**config.mk**
```make
export PLATFORM = sky130hd
export DESIGN_NAME = hardware_breakpoint_unit
export DESIGN_NICKNAME = d
export VERILOG_FILES = /design/src/hwbp_pkg.sv /design/src/hardware_breakpoint_unit.sv
export VERILOG_INCLUDE_DIRS = /design/src
export SDC_FILE = /design/constraint.sdc
export NUM_CORES = 1
export LEC_CHECK = 0
export BUFFER_PORTS_ARGS = -buffer_cell sky130_fd_sc_hd__buf_2
export CORE_UTILIZATION = 45
export DETAILED_ROUTE_END_ITERATION = 7
export PLACE_DENSITY = 0.77
export SLEW_MARGIN = 20
export SYNTH_ARGS = -nofsm -noshare
export SYNTH_HDL_FRONTEND = slang
export SYNTH_SLANG_ARGS = --single-unit
```
**constraint.sdc**
```tcl
create_clock -name MCLK -period 2.3 [get_ports MCLK]
set_input_delay 0 -clock MCLK [delete_from_list [all_inputs] [get_ports MCLK]]
set_output_delay 0 -clock MCLK [all_outputs]
set_load 0.005 [all_outputs]
```
**src/hwbp_defs.svh**
```systemverilog
// Constants for the hardware breakpoint unit: register selects, field positions, counts.
// Assumes inclusion by bare name from the design file.
`ifndef HWBP_DEFS_SVH
`define HWBP_DEFS_SVH

`define SEL_CONTROL 3'h0
`define SEL_INSTR_COMPARE 3'h1
`define SEL_INSTR_MASK 3'h2
`define SEL_DATA_ADDR_COMPARE 3'h3
`define SEL_DATA_ADDR_MASK 3'h4
`define SEL_DATA_VALUE_COMPARE 3'h5
`define SEL_DATA_VALUE_MASK 3'h6

`define BIT_INSTR_BP_ENABLE 31
`define BIT_LOAD_BP_ENABLE 30
`define BIT_STORE_BP_ENABLE 29
`define BIT_VALUE_QUALIFY 28
`define BIT_INSTR_USER_EN 26
`define BIT_INSTR_SUPERVISOR_EN 25
`define BIT_INSTR_KERNEL_EN 24
`define BIT_INSTR_EXC_LEVEL_EN 23
`define BIT_DATA_USER_EN 21
`define BIT_DATA_SUPERVISOR_EN 20
`define BIT_DATA_KERNEL_EN 19
`define BIT_DATA_EXC_LEVEL_EN 18
`define BIT_INSTR_TRIGGER_EN 17
`define BIT_DATA_TRIGGER_EN 16
`define BIT_EXCEPTION_DISABLE 15
`define BIT_STORE_MATCH 2
`define BIT_LOAD_MATCH 1
`define BIT_INSTR_MATCH 0

// Bits of the control register that hold storage; all others read zero.
`define CONTROL_WRITABLE 32'hf7bf8007
`define CONTROL_RESET 32'h00000000
`define WORD_ALIGN_MASK 32'hfffffffc
`define REG_RESET 32'h00000000

// Trigger pulse length in core clocks (core clock taken as the bus clock).
`define TRIGGER_CYCLES 2'h2

`endif

```
**src/hwbp_pkg.sv**
```systemverilog
// Types shared by the hardware breakpoint unit.
// Assumes nothing of its surroundings.
package hwbp_pkg;
   typedef enum logic [1:0] {
      MODE_KERNEL = 2'b00,
      MODE_SUPERVISOR = 2'b01,
      MODE_USER = 2'b10
   } priv_mode_t;

   typedef enum logic {
      PEND_IDLE = 1'b0,
      PEND_HELD = 1'b1
   } pend_state_t;
endpackage

```
**src/hardware_breakpoint_unit.sv**
```systemverilog
// Hardware breakpoint unit: comparators, privilege gating, status, exception and trigger.
// Assumes pipeline inputs and the coprocessor register port are on MCLK.
`timescale 1ns/100ps
`include "hwbp_defs.svh"

// Notes on behaviour
// - Bit 21 enables data breaks in user mode.
// - Bit 20 enables data breaks in supervisor mode.
// - Bit 19 enables data breaks, kernel, no exception.
// - Bit 18 enables data breaks in exception level.
// - Bit 17 lets instruction breaks fire trigger.
// - Bit 16 lets data breaks fire trigger.
// - Bit 15 suppresses exception, trigger still fires.
// - Bits 14 to 3 read as zero.
// - Bit 2 flags store data break, writable.
// - Bit 1 flags load data break, writable.
// - Bit 0 flags instruction break, writable.
// - Masked instruction compare equals masked fetch PC.
// - Instruction compare and mask low bits zero.
// - Masked data compare equals masked access address.
// - Masked value compare equals masked data low word.
// - Value qualification needs address and value match.
// - Value compare uses low 32 data bits.
// - Late load value break waits outside level two.
// - Data address compare and mask are 32-bit.
// - Trigger output stays high two cycles.
// - Bits 31, 30, 29 enable classes; reset zero.
// - Breakpoint exception masked in level two and by bit 15.
module hardware_breakpoint_unit (
   input wire logic MCLK,
   input wire logic RSTN,
   input wire logic REG_WRITE,
   input wire logic REG_READ,
   input wire logic [2:0] REG_SELECT,
   input wire logic [31:0] REG_WDATA,
   output logic [31:0] REG_RDATA,
   input wire logic FETCH_VALID,
   input wire logic [31:0] FETCH_PC,
   input wire logic LOAD_VALID,
   input wire logic STORE_VALID,
   input wire logic [31:0] ACCESS_ADDR,
   input wire logic [63:0] STORE_DATA,
   input wire logic LOAD_DATA_VALID,
   input wire logic [31:0] LOAD_ADDR,
   input wire logic [63:0] LOAD_DATA,
   input wire logic [1:0] PRIV_MODE,
   input wire logic EXCEPTION_LEVEL_FLAG,
   input wire logic ERROR_LEVEL_FLAG,
   input wire logic LEVEL2_MODE,
   output logic BREAK_EXCEPTION,
   output logic PROBE_TRIGGER_OUT
);
   logic [31:0] bp_control_reg;
   logic [31:0] instr_addr_compare;
   logic [31:0] instr_addr_mask;
   logic [31:0] data_addr_compare;
   logic [31:0] data_addr_mask;
   logic [31:0] data_value_compare;
   logic [31:0] data_value_mask;
   logic [1:0] trigger_count;
   hwbp_pkg::pend_state_t pend_state;

   // Returns one when the enable for the current privilege mode, or for exception level, is set; zero in error level.
   function automatic logic mode_enabled(input logic user_en, input logic sup_en,
                                         input logic kern_en, input logic exc_en,
                                         input logic [1:0] mode, input logic exc_level,
                                         input logic err_level);
      logic hit;
      hit = 1'b0;
      if (err_level) begin
         hit = 1'b0;
      end else if (exc_level) begin
         hit = exc_en;
      end else begin
         case (mode)
            hwbp_pkg::MODE_USER: hit = user_en;
            hwbp_pkg::MODE_SUPERVISOR: hit = sup_en;
            hwbp_pkg::MODE_KERNEL: hit = kern_en;
            default: hit = 1'b0;
         endcase
      end
      return hit;
   endfunction

   // Returns one when two words agree under a mask.
   function automatic logic masked_equal(input logic [31:0] a, input logic [31:0] b,
                                         input logic [31:0] m);
      return (a & m) == (b & m);
   endfunction

   logic instr_mode_ok;
   logic data_mode_ok;
   logic instr_hit;
   logic store_hit;
   logic load_addr_hit;
   logic load_hit;
   logic load_value_hit;
   logic load_value_late;
   logic instr_event;
   logic data_event;
   logic raise_exception;
   logic fire_trigger;
   logic exc_allowed;

   assign instr_mode_ok = mode_enabled(bp_control_reg[`BIT_INSTR_USER_EN],
      bp_control_reg[`BIT_INSTR_SUPERVISOR_EN], bp_control_reg[`BIT_INSTR_KERNEL_EN],
      bp_control_reg[`BIT_INSTR_EXC_LEVEL_EN], PRIV_MODE, EXCEPTION_LEVEL_FLAG,
      ERROR_LEVEL_FLAG);
   assign data_mode_ok = mode_enabled(bp_control_reg[`BIT_DATA_USER_EN],
      bp_control_reg[`BIT_DATA_SUPERVISOR_EN], bp_control_reg[`BIT_DATA_KERNEL_EN],
      bp_control_reg[`BIT_DATA_EXC_LEVEL_EN], PRIV_MODE, EXCEPTION_LEVEL_FLAG,
      ERROR_LEVEL_FLAG);

   assign instr_hit = FETCH_VALID && bp_control_reg[`BIT_INSTR_BP_ENABLE] && instr_mode_ok
      && masked_equal(instr_addr_compare, FETCH_PC, instr_addr_mask);

   assign store_hit = STORE_VALID && bp_control_reg[`BIT_STORE_BP_ENABLE] && data_mode_ok
      && masked_equal(data_addr_compare, ACCESS_ADDR, data_addr_mask)
      && (!bp_control_reg[`BIT_VALUE_QUALIFY]
          || masked_equal(data_value_compare, STORE_DATA[31:0], data_value_mask));

   // Without value qualification a load matches on address at issue.
   assign load_addr_hit = LOAD_VALID && bp_control_reg[`BIT_LOAD_BP_ENABLE] && data_mode_ok
      && !bp_control_reg[`BIT_VALUE_QUALIFY]
      && masked_equal(data_addr_compare, ACCESS_ADDR, data_addr_mask);

   // With qualification the load is judged when its data returns, already extended.
   assign load_value_hit = LOAD_DATA_VALID && bp_control_reg[`BIT_LOAD_BP_ENABLE]
      && data_mode_ok && bp_control_reg[`BIT_VALUE_QUALIFY]
      && masked_equal(data_addr_compare, LOAD_ADDR, data_addr_mask)
      && masked_equal(data_value_compare, LOAD_DATA[31:0], data_value_mask);

   assign load_hit = load_addr_hit || load_value_hit;
   assign load_value_late = (pend_state == hwbp_pkg::PEND_HELD) && !LEVEL2_MODE;

   assign instr_event = instr_hit;
   assign data_event = store_hit || load_hit;
   assign exc_allowed = !bp_control_reg[`BIT_EXCEPTION_DISABLE] && !LEVEL2_MODE;
   assign raise_exception = exc_allowed && (instr_event || store_hit || load_addr_hit
      || (load_value_hit && !LEVEL2_MODE) || load_value_late);
   assign fire_trigger = (instr_event && bp_control_reg[`BIT_INSTR_TRIGGER_EN])
      || (data_event && bp_control_reg[`BIT_DATA_TRIGGER_EN]);

   // A value break on a load that lands while in level two is held until level two ends.
   always_ff @(posedge MCLK or negedge RSTN) begin
      if (!RSTN) begin
         pend_state <= hwbp_pkg::PEND_IDLE;
      end else begin
         case (pend_state)
            hwbp_pkg::PEND_IDLE: begin
               if (load_value_hit && LEVEL2_MODE && !bp_control_reg[`BIT_EXCEPTION_DISABLE]) begin
                  pend_state <= hwbp_pkg::PEND_HELD;
               end
            end
            hwbp_pkg::PEND_HELD: begin
               if (!LEVEL2_MODE) begin
                  pend_state <= hwbp_pkg::PEND_IDLE;
               end
            end
            default: pend_state <= hwbp_pkg::PEND_IDLE;
         endcase
      end
   end

   always_ff @(posedge MCLK or negedge RSTN) begin
      if (!RSTN) begin
         bp_control_reg <= `CONTROL_RESET;
      end else begin
         if (REG_WRITE && REG_SELECT == `SEL_CONTROL) begin
            bp_control_reg <= REG_WDATA & `CONTROL_WRITABLE;
         end
         // Hardware set wins over a software write in the same cycle.
         if (instr_event) begin
            bp_control_reg[`BIT_INSTR_MATCH] <= 1'b1;
         end
         if (store_hit) begin
            bp_control_reg[`BIT_STORE_MATCH] <= 1'b1;
         end
         if (load_hit) begin
            bp_control_reg[`BIT_LOAD_MATCH] <= 1'b1;
         end
      end
   end

   always_ff @(posedge MCLK or negedge RSTN) begin
      if (!RSTN) begin
         instr_addr_compare <= `REG_RESET;
         instr_addr_mask <= `REG_RESET;
         data_addr_compare <= `REG_RESET;
         data_addr_mask <= `REG_RESET;
         data_value_compare <= `REG_RESET;
         data_value_mask <= `REG_RESET;
      end else if (REG_WRITE) begin
         case (REG_SELECT)
            `SEL_INSTR_COMPARE: instr_addr_compare <= REG_WDATA & `WORD_ALIGN_MASK;
            `SEL_INSTR_MASK: instr_addr_mask <= REG_WDATA & `WORD_ALIGN_MASK;
            `SEL_DATA_ADDR_COMPARE: data_addr_compare <= REG_WDATA;
            `SEL_DATA_ADDR_MASK: data_addr_mask <= REG_WDATA;
            `SEL_DATA_VALUE_COMPARE: data_value_compare <= REG_WDATA;
            `SEL_DATA_VALUE_MASK: data_value_mask <= REG_WDATA;
            default: ;
         endcase
      end
   end

   always_ff @(posedge MCLK or negedge RSTN) begin
      if (!RSTN) begin
         REG_RDATA <= `REG_RESET;
      end else if (REG_READ) begin
         case (REG_SELECT)
            `SEL_CONTROL: REG_RDATA <= bp_control_reg;
            `SEL_INSTR_COMPARE: REG_RDATA <= instr_addr_compare;
            `SEL_INSTR_MASK: REG_RDATA <= instr_addr_mask;
            `SEL_DATA_ADDR_COMPARE: REG_RDATA <= data_addr_compare;
            `SEL_DATA_ADDR_MASK: REG_RDATA <= data_addr_mask;
            `SEL_DATA_VALUE_COMPARE: REG_RDATA <= data_value_compare;
            `SEL_DATA_VALUE_MASK: REG_RDATA <= data_value_mask;
            default: REG_RDATA <= `REG_RESET;
         endcase
      end
   end

   always_ff @(posedge MCLK or negedge RSTN) begin
      if (!RSTN) begin
         BREAK_EXCEPTION <= 1'b0;
      end else begin
         BREAK_EXCEPTION <= raise_exception;
      end
   end

   // A new trigger while one runs restarts the two-cycle pulse.
   always_ff @(posedge MCLK or negedge RSTN) begin
      if (!RSTN) begin
         trigger_count <= 2'h0;
         PROBE_TRIGGER_OUT <= 1'b0;
      end else if (fire_trigger) begin
         trigger_count <= `TRIGGER_CYCLES - 2'h1;
         PROBE_TRIGGER_OUT <= 1'b1;
      end else if (trigger_count != 2'h0) begin
         trigger_count <= trigger_count - 2'h1;
         PROBE_TRIGGER_OUT <= 1'b1;
      end else begin
         PROBE_TRIGGER_OUT <= 1'b0;
      end
   end

endmodule

```
Yosys cells after proc, flatten, opt, wreduce, memory -nomap -nowiden
Cells that the tools add are included.
{"block": "op_classes", "eq_ne": 13, "n_reduce_logical": 49, "n_mux": 18, "addsub": 1, "bitwise_logic": 9}
{"cell": "AND 32 bit", "count": 8}
{"cell": "case mux 32 bit (7 select lines)", "count": 1}
{"cell": "equality test 32 bit", "count": 5}
{"cell": "logical AND 1 bit", "count": 25}
{"cell": "AND reduction 2 bit", "count": 6}
{"cell": "2-to-1 mux 1 bit", "count": 11}
{"cell": "nonzero test 2 bit", "count": 5}
{"cell": "equality test 3 bit, second input constant", "count": 3}
{"cell": "logical OR 1 bit", "count": 8}
{"cell": "equality test 3 x 2 -> 1 bit, second input constant", "count": 2}
{"cell": "case mux 1 bit (3 select lines)", "count": 2}
{"cell": "2-to-1 mux 2 bit", "count": 2}
{"cell": "equality test 3 x 1 -> 1 bit, second input constant", "count": 1}
{"cell": "logical NOT 1 bit", "count": 3}
{"cell": "logical NOT 3 bit", "count": 1}
{"cell": "2-to-1 mux 3 bit", "count": 1}
{"cell": "equality test 2 x 1 -> 1 bit, second input constant", "count": 1}
{"cell": "equality test 2 bit, second input constant", "count": 1}
{"cell": "logical NOT 2 bit", "count": 1}
{"cell": "case mux 1 bit (2 select lines)", "count": 1}
{"cell": "subtractor 2 x 1 -> 2 bit, second input constant", "count": 1}
{"cell": "NOT 1 bit", "count": 1}
{"block": "word_totals", "elab_cells": 105, "in_bits": 272, "output_inout_bits": 34, "regBits": 243}

Logic depth before layout (Yosys ltp)
Gate-level depths: netlist of the first run.
{"block": "logic_depth", "depth_word": 13, "ltp_mapped": 9, "ltp_nobuf": 7}

Worst setup path after synthesis of the first run
Ideal clock, no wire load.
{"block": "synth_path", "path_type": "register to register", "start": "register data_value_compare[30]", "end": "register BREAK_EXCEPTION", "synth_period_minus_slack_ps": 2034, "path_stages_with_launch": 8, "arrival_ps": 1947, "slack_ps": 266, "required_time_ps": 2213, "cell_sequence": "dfrtp_1 -> xor2_1 -> a22o_1 -> a221oi_2 -> nand4_1 -> or4_4 -> and3_4 -> a211oi_2"}
{"block": "synth_between", "elab_chain_len": 9}
{"element": "start, declared", "line_no": "hardware_breakpoint_unit.sv:58", "rtl": "logic [31:0] data_value_compare;"}
{"element": "start signal, assigned", "line_no": "hardware_breakpoint_unit.sv:191", "rtl": "data_value_compare <= `REG_RESET;"}
{"element": "AND 32 bit (*)", "line_no": "hardware_breakpoint_unit.sv:88", "rtl": "return (a & m) == (b & m);"}
{"element": "equality test 32 bit", "line_no": "hardware_breakpoint_unit.sv:88"}
{"element": "logical OR 1 bit", "line_no": "hardware_breakpoint_unit.sv:119", "rtl": "&& (!bp_control_reg[`BIT_VALUE_QUALIFY]"}
{"element": "logical AND 1 bit", "line_no": "hardware_breakpoint_unit.sv:117", "rtl": "assign store_hit = STORE_VALID && bp_control_reg[`BIT_STORE_BP_ENABLE] && data_mode_ok"}
{"element": "logical OR 1 bit (2 in series)", "line_no": "hardware_breakpoint_unit.sv:139", "rtl": "assign raise_exception = exc_allowed && (instr_event || store_hit || load_addr_hit"}
{"element": "logical OR 1 bit (*) (2 in series)", "line_no": "hardware_breakpoint_unit.sv:140", "rtl": "|| (load_value_hit && !LEVEL2_MODE) || load_value_late);"}
{"element": "logical AND 1 bit (*)", "line_no": "hardware_breakpoint_unit.sv:139"}
{"element": "via raise_exception", "line_no": "hardware_breakpoint_unit.sv:101", "rtl": "logic raise_exception;"}
{"element": "end signal, assigned", "line_no": "hardware_breakpoint_unit.sv:227", "rtl": "BREAK_EXCEPTION <= raise_exception;"}
{"element": "end, declared", "line_no": "hardware_breakpoint_unit.sv:50", "rtl": "output logic BREAK_EXCEPTION,"}
The timed path passes the listed nets; every way through them passes the cells marked *.
A chain may end at the register's enable or synchronous reset.

Final worst setup path of the first run
{"block": "layout_path", "start": "register data_value_compare[19]", "end": "register BREAK_EXCEPTION"}
Same word-level chain as after synthesis.

==> impl_metrics.py, run 1 <==
metrics = {
    "outcome": {
        "status": "finished, violations left",
        "violations": "negative setup slack",
    },
    "clock_network": {
        "root_buffer": "clkbuf_16",
        "cts.sinks": 243,
        "cts_tree": "yes",
        "clock_path_buffers": 3,
        "h-tree-depth": 1,
        "path_clk_slew_ps": 60,
        "cts-buffers-inserted": 27,
        "clkLatencyLatePin_ps": 540,
    },
    "finish": {
        "instances_no_fill": 1908,
        "final-seq-area_mm2": 0.00608,
        "drive_above_1_share": 0.415,
        "multi_input_area_mm2": 0.00647,
        "layout.nets": 1783,
        "fillers": 2383,
        "syn_to_final_growth_pct": 29.8,
    },
    "logic_synthesis": {
        "avgSynthCellArea_um2": 11.3,
        "synth_top_area_cell": "dfrtp_1",
        "yosysTopAreaCellShare": 0.474,
        "muxShareOfSynthArea": 0.202,
        "synthCells": 1136,
        "ys_seq_area_frac": 0.474,
        "async_reset_ff_frac": 1.00,
        "synth_compound_area_frac": 0.130,
        "synthesis.area_mm2": 0.0128,
        "synth_top_family_by_area": "multiplexers",
        "synth_top_flop_cell": "dfrtp_1",
        "yosys.area_share.simple": 0.0814,
        "synthXorXnorAreaFrac": 0.0840,
        "syn_nets": 1409,
        "ys_ff_latch": 243,
        "synthAdderAreaFrac": 0.000976,
        "yosysWarnings": 0,
        "synth_edf_count": 0,
        "synth.distinct_cells": 42,
        "synth_area_leaders": "dfrtp_1 47%, mux2_2 18%, xor2_1 8.4%, a22oi_1 5.2%, nand2_1 2.3%",
    },
    "route": {
        "drt_iter0_markers": 1651,
        "drcViolationCount": 0,
        "via_per_inst": 6.15,
        "wl_per_cell_um": 27.6,
        "ant_nets": 0,
        "routed_wl_mm": 52.6,
        "vias": 11735,
        "dr.pass1.iters": 8,
    },
    "floorplan": {
        "coreArea_mm2": 0.0279,
        "num_rows": 61,
        "ios": 306,
        "die_area_mm2": 0.0292,
        "die_w_um": 171,
        "die_h_um": 171,
        "start_util": 0.459,
    },
    "grt": {
        "antenna_found_initial": 1,
        "grt_pass1_vias": 11677,
        "grt.total_usage": 0.363,
        "overflow": 0,
        "grt_pass1_wl_mm": 75.8,
        "grt_max_degree": 86,
    },
    "placement": {
        "dpl_worst_slack_ps": -96.3,
        "hpwl_mm": 39.4,
        "port_buffers": 239,
        "dp.cells": 1821,
        "gp_congestion": 1.05,
    },
    "pwr": {
        "p_per_area_mw_per_mm2": 911,
        "p_leak_nw": 7.66,
        "vdd_drop_max_mv": 0.557,
    },
    "sta": {
        "rsz0062_at_grt": "true",
        "setup_slack_ps": -38.7,
        "fin_skew_ps": 17.7,
        "worst_pin_slew_ps": 748,
        "setup_violations": 3,
        "drv_slew": 0,
        "period_share": 1.02,
        "hold_viol": 0,
        "min_period_ps": 2340,
        "relSlewSlack": 0.501,
        "max_freq_mhz": 428,
    },
    "worst_setup_path": {
        "worstSetupPathType": "flip-flop to flip-flop",
        "worstPathRequired_ps": 2760,
        "critPathMaxStageDelay_ps": 550,
        "end_kind": "flip-flop",
        "critPathArrivalTime_ps": 2800,
        "crit_path_start_kind": "flip-flop",
        "cp_num_buf_inv": 0,
        "critPathTopFamily": "simple AND/OR/NAND/NOR gates",
        "worstPathMaxFanout": 4,
        "slowest_stage": "or4_4",
        "path_cells": "xor2_1 > a222oi_1 > and3_1 > nand4_1 > or4_4 > and3_4 > a211oi_2",
    },
    "worst_hold_path": {
        "min_path_type": "primary input to asynchronous set/reset pin",
    },
    "flow_run": {
        "cap_violations": 0,
    },
}
==> cells by family (layout without fill, tap and decap cells) <==
family / Yosys count / in the layout
AO/OA/AOI/OAI: 237 / 237
XOR/XNOR: 123 / 123
adder cells (fa/ha/maj): 1 / 1
buffers and inverters: 92 / 485
flip-flops: 243 / 243
multiplexers: 233 / 233
other: 0 / 1
AND/OR/NAND/NOR: 207 / 207
==> timing repair <==
action                                  CTS  global route
endpoints found under the hold margin   372             0
buffers inserted                          2             0
hold buffers                             36             0
pin swaps                                 7             5
cloned                                    0             0
endpoints found under the setup margin    4             4
resized for setup                         4            11
==> final cells by class <==
| cell class | instances | area share |
|---|---|---|
| diodes | 1 | 0.000150 |
| clock buffers | 35 | 0.0442 |
| clock inverters | 13 | 0.00947 |
| inverters | 38 | 0.00857 |
| multi-input cells | 801 | 0.388 |
| flip-flops and latches | 243 | 0.365 |
| well taps | 378 | 0.0284 |
| repair buffers | 399 | 0.155 |
==> routing by layer <==
metal	wire length [µm]	vias to the layer above	global-route usage
li1	-	4937	-
met1	20700	5752	0.490
met2	23100	865	0.557
met3	5850	181	0.0715
met4	2930	0	0.176
met5	0	-	0
==> per-stage QoR <==
step | instance area (µm²) | utilization | hold slack, ps | power (mW) | setup TNS (ps)
after floorplan | 12800 | - | -296 | 8.17 | 0
after global placement | 15300 | 0.548 | 57.3 | 10.4 | -189
after detailed placement | 15300 | 0.548 | 63.2 | 10.5 | -161
after CTS | 16600 | 0.594 | 53.3 | 15.0 | -53.8
after global routing | 16600 | 0.596 | 57.0 | 15.7 | -351
final | 16600 | 0.596 | 44.1 | 15.2 | -81.4
==> Yosys cell counts, drive strengths merged (4+ instances only) <==
master	count
a21oi	21
nor4	8
nand4	16
a22oi	88
nor3	10
o22ai	47
a31oi	4
o21ai	27
a221oi	25
and3	4
buf	25
nor2	36
xor2	123
mux2i	26
mux2	207
nand3	4
and2	7
clkbuf	29
a22o	13
nand2	80
nor2b	6
dfrtp	243
nand3b	31
inv	38
==> report_power, final <==
group / switching, mW / internal (mW)
sequential: 1.12 / 5.21
combinational: 2.21 / 2.21
clock: 1.82 / 2.59
total: 5.16 / 10.0
==> worst register-to-register path: cells and delay by family (launching register included) <==
kind / cells / cell delay, ps
XOR/XNOR: 1 / 160
AND/OR/NAND/NOR: 4 / 1070
AO/OA/AOI/OAI: 2 / 580
flip-flops: 1 / 440
==> cells in the final DEF (no fill, tap or decap), types with 13 or more instances in the layout <==
cell type	count
a22o_1	13
dfrtp_1	240
a21oi_1	21
xor2_1	123
nand4_1	16
buf_2	238
inv_1	38
a221oi_1	24
o22ai_1	47
nor2_1	36
o21ai_0	27
nand2_1	80
mux2_2	207
a22oi_1	83
dlygate4sd3_1	36
mux2i_1	26
nand3b_1	31
clkbuf_16	27
buf_4	117
==> final timing paths <==
path                                        start            endpoint  slack, ps  cells after the start
setup / recovery           data_value_compare[19]     BREAK_EXCEPTION        -40                      7
hold / removal                               RSTN       REG_RDATA[24]         40                      2
setup reg to reg           data_value_compare[19]     BREAK_EXCEPTION        -40                      7
hold reg to reg                 bp_control_reg[2]   bp_control_reg[2]        500                      2
max in group asynchronous                    RSTN  bp_control_reg[19]       1440                      3
min in group MCLK                     STORE_VALID   bp_control_reg[2]         50                      5
No activity file was read; power rests on OpenSTA's default activity.
==> inputs of run 2 (changes only) <==
--- a/config.mk
+++ b/config.mk
@@ -7,6 +7,7 @@
 export NUM_CORES = 1
 export LEC_CHECK = 0
 export BUFFER_PORTS_ARGS = -buffer_cell sky130_fd_sc_hd__buf_2
+export CORE_MARGIN = 2
 export CORE_UTILIZATION = 45
 export DETAILED_ROUTE_END_ITERATION = 7
 export PLACE_DENSITY = 0.77
==> impl_metrics.py, run 2 (synthesis results as in run 1) <==
metrics = {
    "worst_setup_path": {
        "reg2reg_depth": 7,
        "r2r-start": "data_value_compare[3]",
        "critPathTopFamily": "simple AND/OR/NAND/NOR gates",
        "critPathMaxStageDelay_ps": 520,
        "slowest_stage": "dfrtp_1",
        "worstPathMaxFanout": 4,
        "worstPathRequired_ps": 2750,
        "critPathArrivalTime_ps": 2850,
        "path_cells": "xor2_1 > a222oi_1 > and3_1 > nand4_1 > or4_4 > and3_4 > a211oi_2",
        "r2r_end": "BREAK_EXCEPTION",
        "cp_num_buf_inv": 0,
        "crit_path_start_kind": "flip-flop",
        "end_kind": "flip-flop",
        "crit_cells": 7,
        "r2r_setup_slack_ps": -90,
        "worstSetupPathType": "flip-flop to flip-flop",
    },
    "floorplan": {
        "die_area_mm2": 0.0299,
        "ios": 306,
        "num_rows": 61,
        "die_h_um": 173,
        "start_util": 0.459,
        "die_w_um": 173,
        "coreArea_mm2": 0.0279,
    },
    "route": {
        "drcViolationCount": 0,
        "vias": 11662,
        "ant_nets": 0,
        "dr.pass1.iters": 5,
        "routed_wl_mm": 52.3,
        "via_per_inst": 6.16,
        "wl_per_cell_um": 27.6,
        "drt_iter0_markers": 1586,
    },
    "pwr": {
        "p_int_mw": 10.1,
        "p_sw_frac": 0.336,
        "comb_power_share": 0.280,
        "vdd_drop_max_mv": 0.537,
        "switchingPower_mw": 5.10,
        "p_seq_frac": 0.419,
        "clockPowerShare": 0.301,
        "p_leak_nw": 7.61,
        "p_per_area_mw_per_mm2": 917,
    },
    "clock_network": {
        "cts.sinks": 243,
        "root_buffer": "clkbuf_16",
        "clkLatencyLatePin_ps": 550,
        "clock_path_buffers": 3,
        "cts-buffers-inserted": 27,
        "h-tree-depth": 1,
        "path_clk_slew_ps": 60,
        "cts_tree": "yes",
    },
    "outcome": {
        "status": "finished, violations left",
        "violations": "negative setup slack",
    },
    "grt": {
        "grt_pass1_vias": 11769,
        "overflow": 0,
        "grt_max_degree": 80,
        "grt_pass1_wl_mm": 76.3,
        "grt.total_usage": 0.344,
        "antenna_found_initial": 2,
    },
    "sta": {
        "period_share": 1.04,
        "fin_skew_ps": 15.4,
        "relSlewSlack": 0.539,
        "max_freq_mhz": 418,
        "setup_violations": 4,
        "rsz0062_at_grt": "true",
        "min_period_ps": 2390,
        "tns_ps": -287,
        "setup_slack_ps": -93.3,
        "hold_viol": 0,
        "drv_slew": 0,
        "worst_pin_slew_ps": 691,
    },
    "finish": {
        "final_cell_mix": "241 x dfrtp_1, 238 x buf_2, 207 x mux2_2, 123 x xor2_1, 98 x buf_4",
        "layout.nets": 1767,
        "diodes": 0,
        "instances_no_fill": 1892,
        "syn_to_final_growth_pct": 29.1,
        "fillers": 2408,
        "final_common_cell": "dfrtp_1",
        "drive_above_1_share": 0.404,
    },
    "placement": {
        "port_buffers": 239,
        "gp_congestion": 1.03,
        "dp.cells": 1802,
        "dpl_worst_slack_ps": -223,
        "hpwl_mm": 39.6,
    },
    "flow_run": {
        "cap_violations": 0,
    },
    "worst_hold_path": {
        "min_path_type": "primary input to asynchronous set/reset pin",
    },
}
-- run 2: stage by stage --
step                      area [µm²]  hold WS (ps)  total power, mW   util
after floorplan                12800          -296             8.17      -
after global placement         15200          30.7             10.3  0.543
after detailed placement       15200          45.8             10.4  0.543
after CTS                      16500          38.6             15.0  0.591
after global routing           16600          94.5             15.7  0.593
final                          16600          50.7             15.2  0.593
-- run 2: area by class of cell --
type                       instances  area, µm²  share of cell area
sequential                       243       6080               0.367
multi-input combinational        801       6460               0.390
tap                              378        473              0.0286
timing repair buffer             383       2470               0.149
inverter                          38        143             0.00861
clock inverter                    11        160             0.00967
clock buffer                      38        767              0.0463
-- run 2: metal layers --
layer / up-vias / wire length, µm / global-route usage
li1: 4922 / - / -
met1: 5754 / 20900 / 0.482
met2: 807 / 22900 / 0.515
met3: 175 / 5540 / 0.0620
met4: 4 / 2930 / 0.173
met5: - / 21 / 0
-- run 2: power by group through the flow --
stage | combinational (mW) | sequential [mW] | clock, mW
6_report | 4.25 | 6.36 | 4.58
3_5_place_dp | 4.02 | 6.37 | 0
2_1_floorplan | 2.17 | 6.00 | 0
3_3_place_gp | 3.94 | 6.32 | 0
5_1_grt | 4.50 | 6.44 | 4.75
4_1_cts | 4.12 | 6.30 | 4.57
-- run 2: timing repair --
| action | CTS | global route |
|---|---|---|
| setup endpoints to repair | 6 | 6 |
| buffers inserted | 1 | 2 |
| pin swaps | 4 | 6 |
| hold buffers | 38 | 0 |
| hold endpoints to repair | 372 | 0 |
| resized for setup | 5 | 9 |
-- run 2: worst max-delay path by stage --
stage               slack, ps         endpoint                    from
CTS                       -20  BREAK_EXCEPTION  data_value_compare[11]
global route             -120  BREAK_EXCEPTION   data_value_compare[4]
detailed placement       -220  BREAK_EXCEPTION      data_value_mask[4]
floorplan                 270  BREAK_EXCEPTION  data_value_compare[30]
finish                    -90  BREAK_EXCEPTION   data_value_compare[3]
global placement         -210  BREAK_EXCEPTION   data_value_compare[4]
==> inputs of run 3 (changes only) <==
--- a/config.mk
+++ b/config.mk
@@ -6,11 +6,13 @@
 export SDC_FILE = /design/constraint.sdc
 export NUM_CORES = 1
 export LEC_CHECK = 0
-export BUFFER_PORTS_ARGS = -buffer_cell sky130_fd_sc_hd__buf_2
+export CELL_PAD_IN_SITES_DETAIL_PLACEMENT = 0
+export CELL_PAD_IN_SITES_GLOBAL_PLACEMENT = 2
 export CORE_MARGIN = 2
-export CORE_UTILIZATION = 45
+export CORE_UTILIZATION = 41
 export DETAILED_ROUTE_END_ITERATION = 7
-export PLACE_DENSITY = 0.77
+export DONT_BUFFER_PORTS = 1
+export PLACE_DENSITY = 0.88
 export SLEW_MARGIN = 20
 export SYNTH_ARGS = -nofsm -noshare
 export SYNTH_HDL_FRONTEND = slang
==> impl_metrics.py, run 3 (synthesis results as in run 1) <==
metrics = {
    "finish": {
        "fillers": 2829,
        "final_common_cell": "dfrtp_1",
        "layout.nets": 1528,
        "syn_to_final_growth_pct": 21.1,
        "final-seq-area_mm2": 0.00609,
        "final_cell_mix": "239 x dfrtp_1, 207 x mux2_2, 123 x xor2_1, 86 x buf_4, 82 x a22oi_1",
        "multi_input_area_mm2": 0.00649,
        "instances_no_fill": 1674,
        "drive_above_1_share": 0.292,
    },
    "placement": {
        "dpl_worst_slack_ps": -68.8,
        "hpwl_mm": 39.6,
        "gp_congestion": 0.990,
        "port_buffers": 0,
        "dp.cells": 1565,
    },
    "sta": {
        "worst_pin_slew_ps": 998,
        "rsz0062_at_grt": "true",
        "fin_skew_ps": 13.9,
        "drv_slew": 0,
        "min_period_ps": 2320,
        "max_freq_mhz": 432,
        "whs_ps": -861,
        "relSlewSlack": 0.332,
        "hold_viol": 243,
        "period_share": 1.01,
        "setup_slack_ps": -16.6,
        "setup_violations": 2,
    },
    "worst_setup_path": {
        "critPathArrivalTime_ps": 2780,
        "end_kind": "flip-flop",
        "crit_start": "data_addr_compare[6]",
        "r2r_end": "BREAK_EXCEPTION",
        "crit_path_start_kind": "flip-flop",
        "r2r_setup_slack_ps": -20,
        "worstPathMaxFanout": 4,
        "worstPathRequired_ps": 2770,
        "r2r-start": "data_addr_compare[6]",
        "crit_path_end": "BREAK_EXCEPTION",
        "worstSetupPathType": "flip-flop to flip-flop",
        "reg2reg_depth": 7,
    },
    "flow_run": {
        "cap_violations": 0,
    },
    "pwr": {
        "vdd_drop_max_mv": 0.612,
        "p_leak_nw": 6.69,
        "p_per_area_mw_per_mm2": 979,
    },
    "outcome": {
        "status": "finished, violations left",
        "violations": "negative hold slack, negative setup slack",
    },
    "clock_network": {
        "clkLatencyLatePin_ps": 560,
        "h-tree-depth": 1,
        "clock_path_buffers": 3,
        "cts_tree": "yes",
        "cts.sinks": 243,
        "cts-buffers-inserted": 28,
        "path_clk_slew_ps": 60,
        "root_buffer": "clkbuf_16",
    },
    "floorplan": {
        "die_area_mm2": 0.0327,
        "coreArea_mm2": 0.0307,
        "die_h_um": 181,
        "die_w_um": 181,
        "ios": 306,
        "start_util": 0.418,
        "num_rows": 64,
    },
    "route": {
        "vias": 10559,
        "ant_nets": 0,
        "drt_iter0_markers": 1180,
        "dr.pass1.iters": 7,
        "drcViolationCount": 0,
        "wl_per_cell_um": 32.4,
        "via_per_inst": 6.31,
        "routed_wl_mm": 54.3,
    },
    "worst_hold_path": {
        "min_path_type": "primary input to asynchronous set/reset pin",
    },
    "grt": {
        "grt.total_usage": 0.326,
        "grt_pass1_wl_mm": 78.2,
        "grt_max_degree": 244,
        "overflow": 0,
        "grt_pass1_vias": 10911,
        "antenna_found_initial": 5,
    },
}
## run 3: cell types whose count changed in the layout (fill, tap and decap cells not counted), sizes merged
cell	before	now
buf	345	93
dlygate4sd3	38	50
clkbuf	38	39
diode	0	4
clkinv	5	3
bufinv	4	5
## run 3: cell type report
class / count / area share
diodes: 4 / 0.000644
clock buffers: 39 / 0.0543
clock inverters: 10 / 0.0116
inverters: 38 / 0.00918
multi-input cells: 801 / 0.418
flip-flops and latches: 243 / 0.392
well taps: 396 / 0.0319
repair buffers: 143 / 0.0828
## run 3: power breakdown
part	internal, mW	total [mW]	switching (mW)
clock network	3.09	4.96	1.87
registers	5.21	6.41	1.20
logic	1.94	3.83	1.89
total	10.2	15.2	4.96
## run 3: worst max-delay path, stage by stage (launching register included)
cell	delay (ps)
dfrtp_1	430
xor2_1	180
a22oi_1	310
and4_1	270
nand4_1	90
or4_4	570
and3_4	200
a211oi_2	170
## run 3: worst min path at each step
stage	slack, ps	to	from	depth (start not counted)
finish	-860	data_addr_compare[8]	RSTN	0
global route	-860	data_value_mask[5]	RSTN	0
CTS	-870	instr_addr_compare[7]	RSTN	0
detailed placement	-290	REG_RDATA[9]	RSTN	0
global placement	-290	REG_RDATA[9]	RSTN	0
floorplan	-300	BREAK_EXCEPTION	RSTN	0
## run 3: per-stage QoR
step / setup TNS, ps / utilization / power, mW / instance area (µm²)
2_1_floorplan: 0 / - / 8.17 / 12800
3_3_place_gp: -15.3 / 0.451 / 9.77 / 13800
3_5_place_dp: -87.5 / 0.451 / 9.85 / 13800
4_1_cts: 0 / 0.503 / 15.0 / 15400
5_1_grt: -242 / 0.506 / 15.7 / 15500
6_report: -30.2 / 0.507 / 15.2 / 15500
## run 3: what timing repair did
action                                  in CTS  in global routing
hold buffers                                51                  1
endpoints found under the hold margin      484                244
buffers inserted                             3                  1
endpoints found under the setup margin       3                  8
pin swaps                                    6                  6
gates resized for setup                      4                 15
## run 3: metal layers
metal	track usage	share of wire
met5	0	0.00024
met4	0.129	0.045
met3	0.101	0.11
met2	0.495	0.44
met1	0.433	0.40
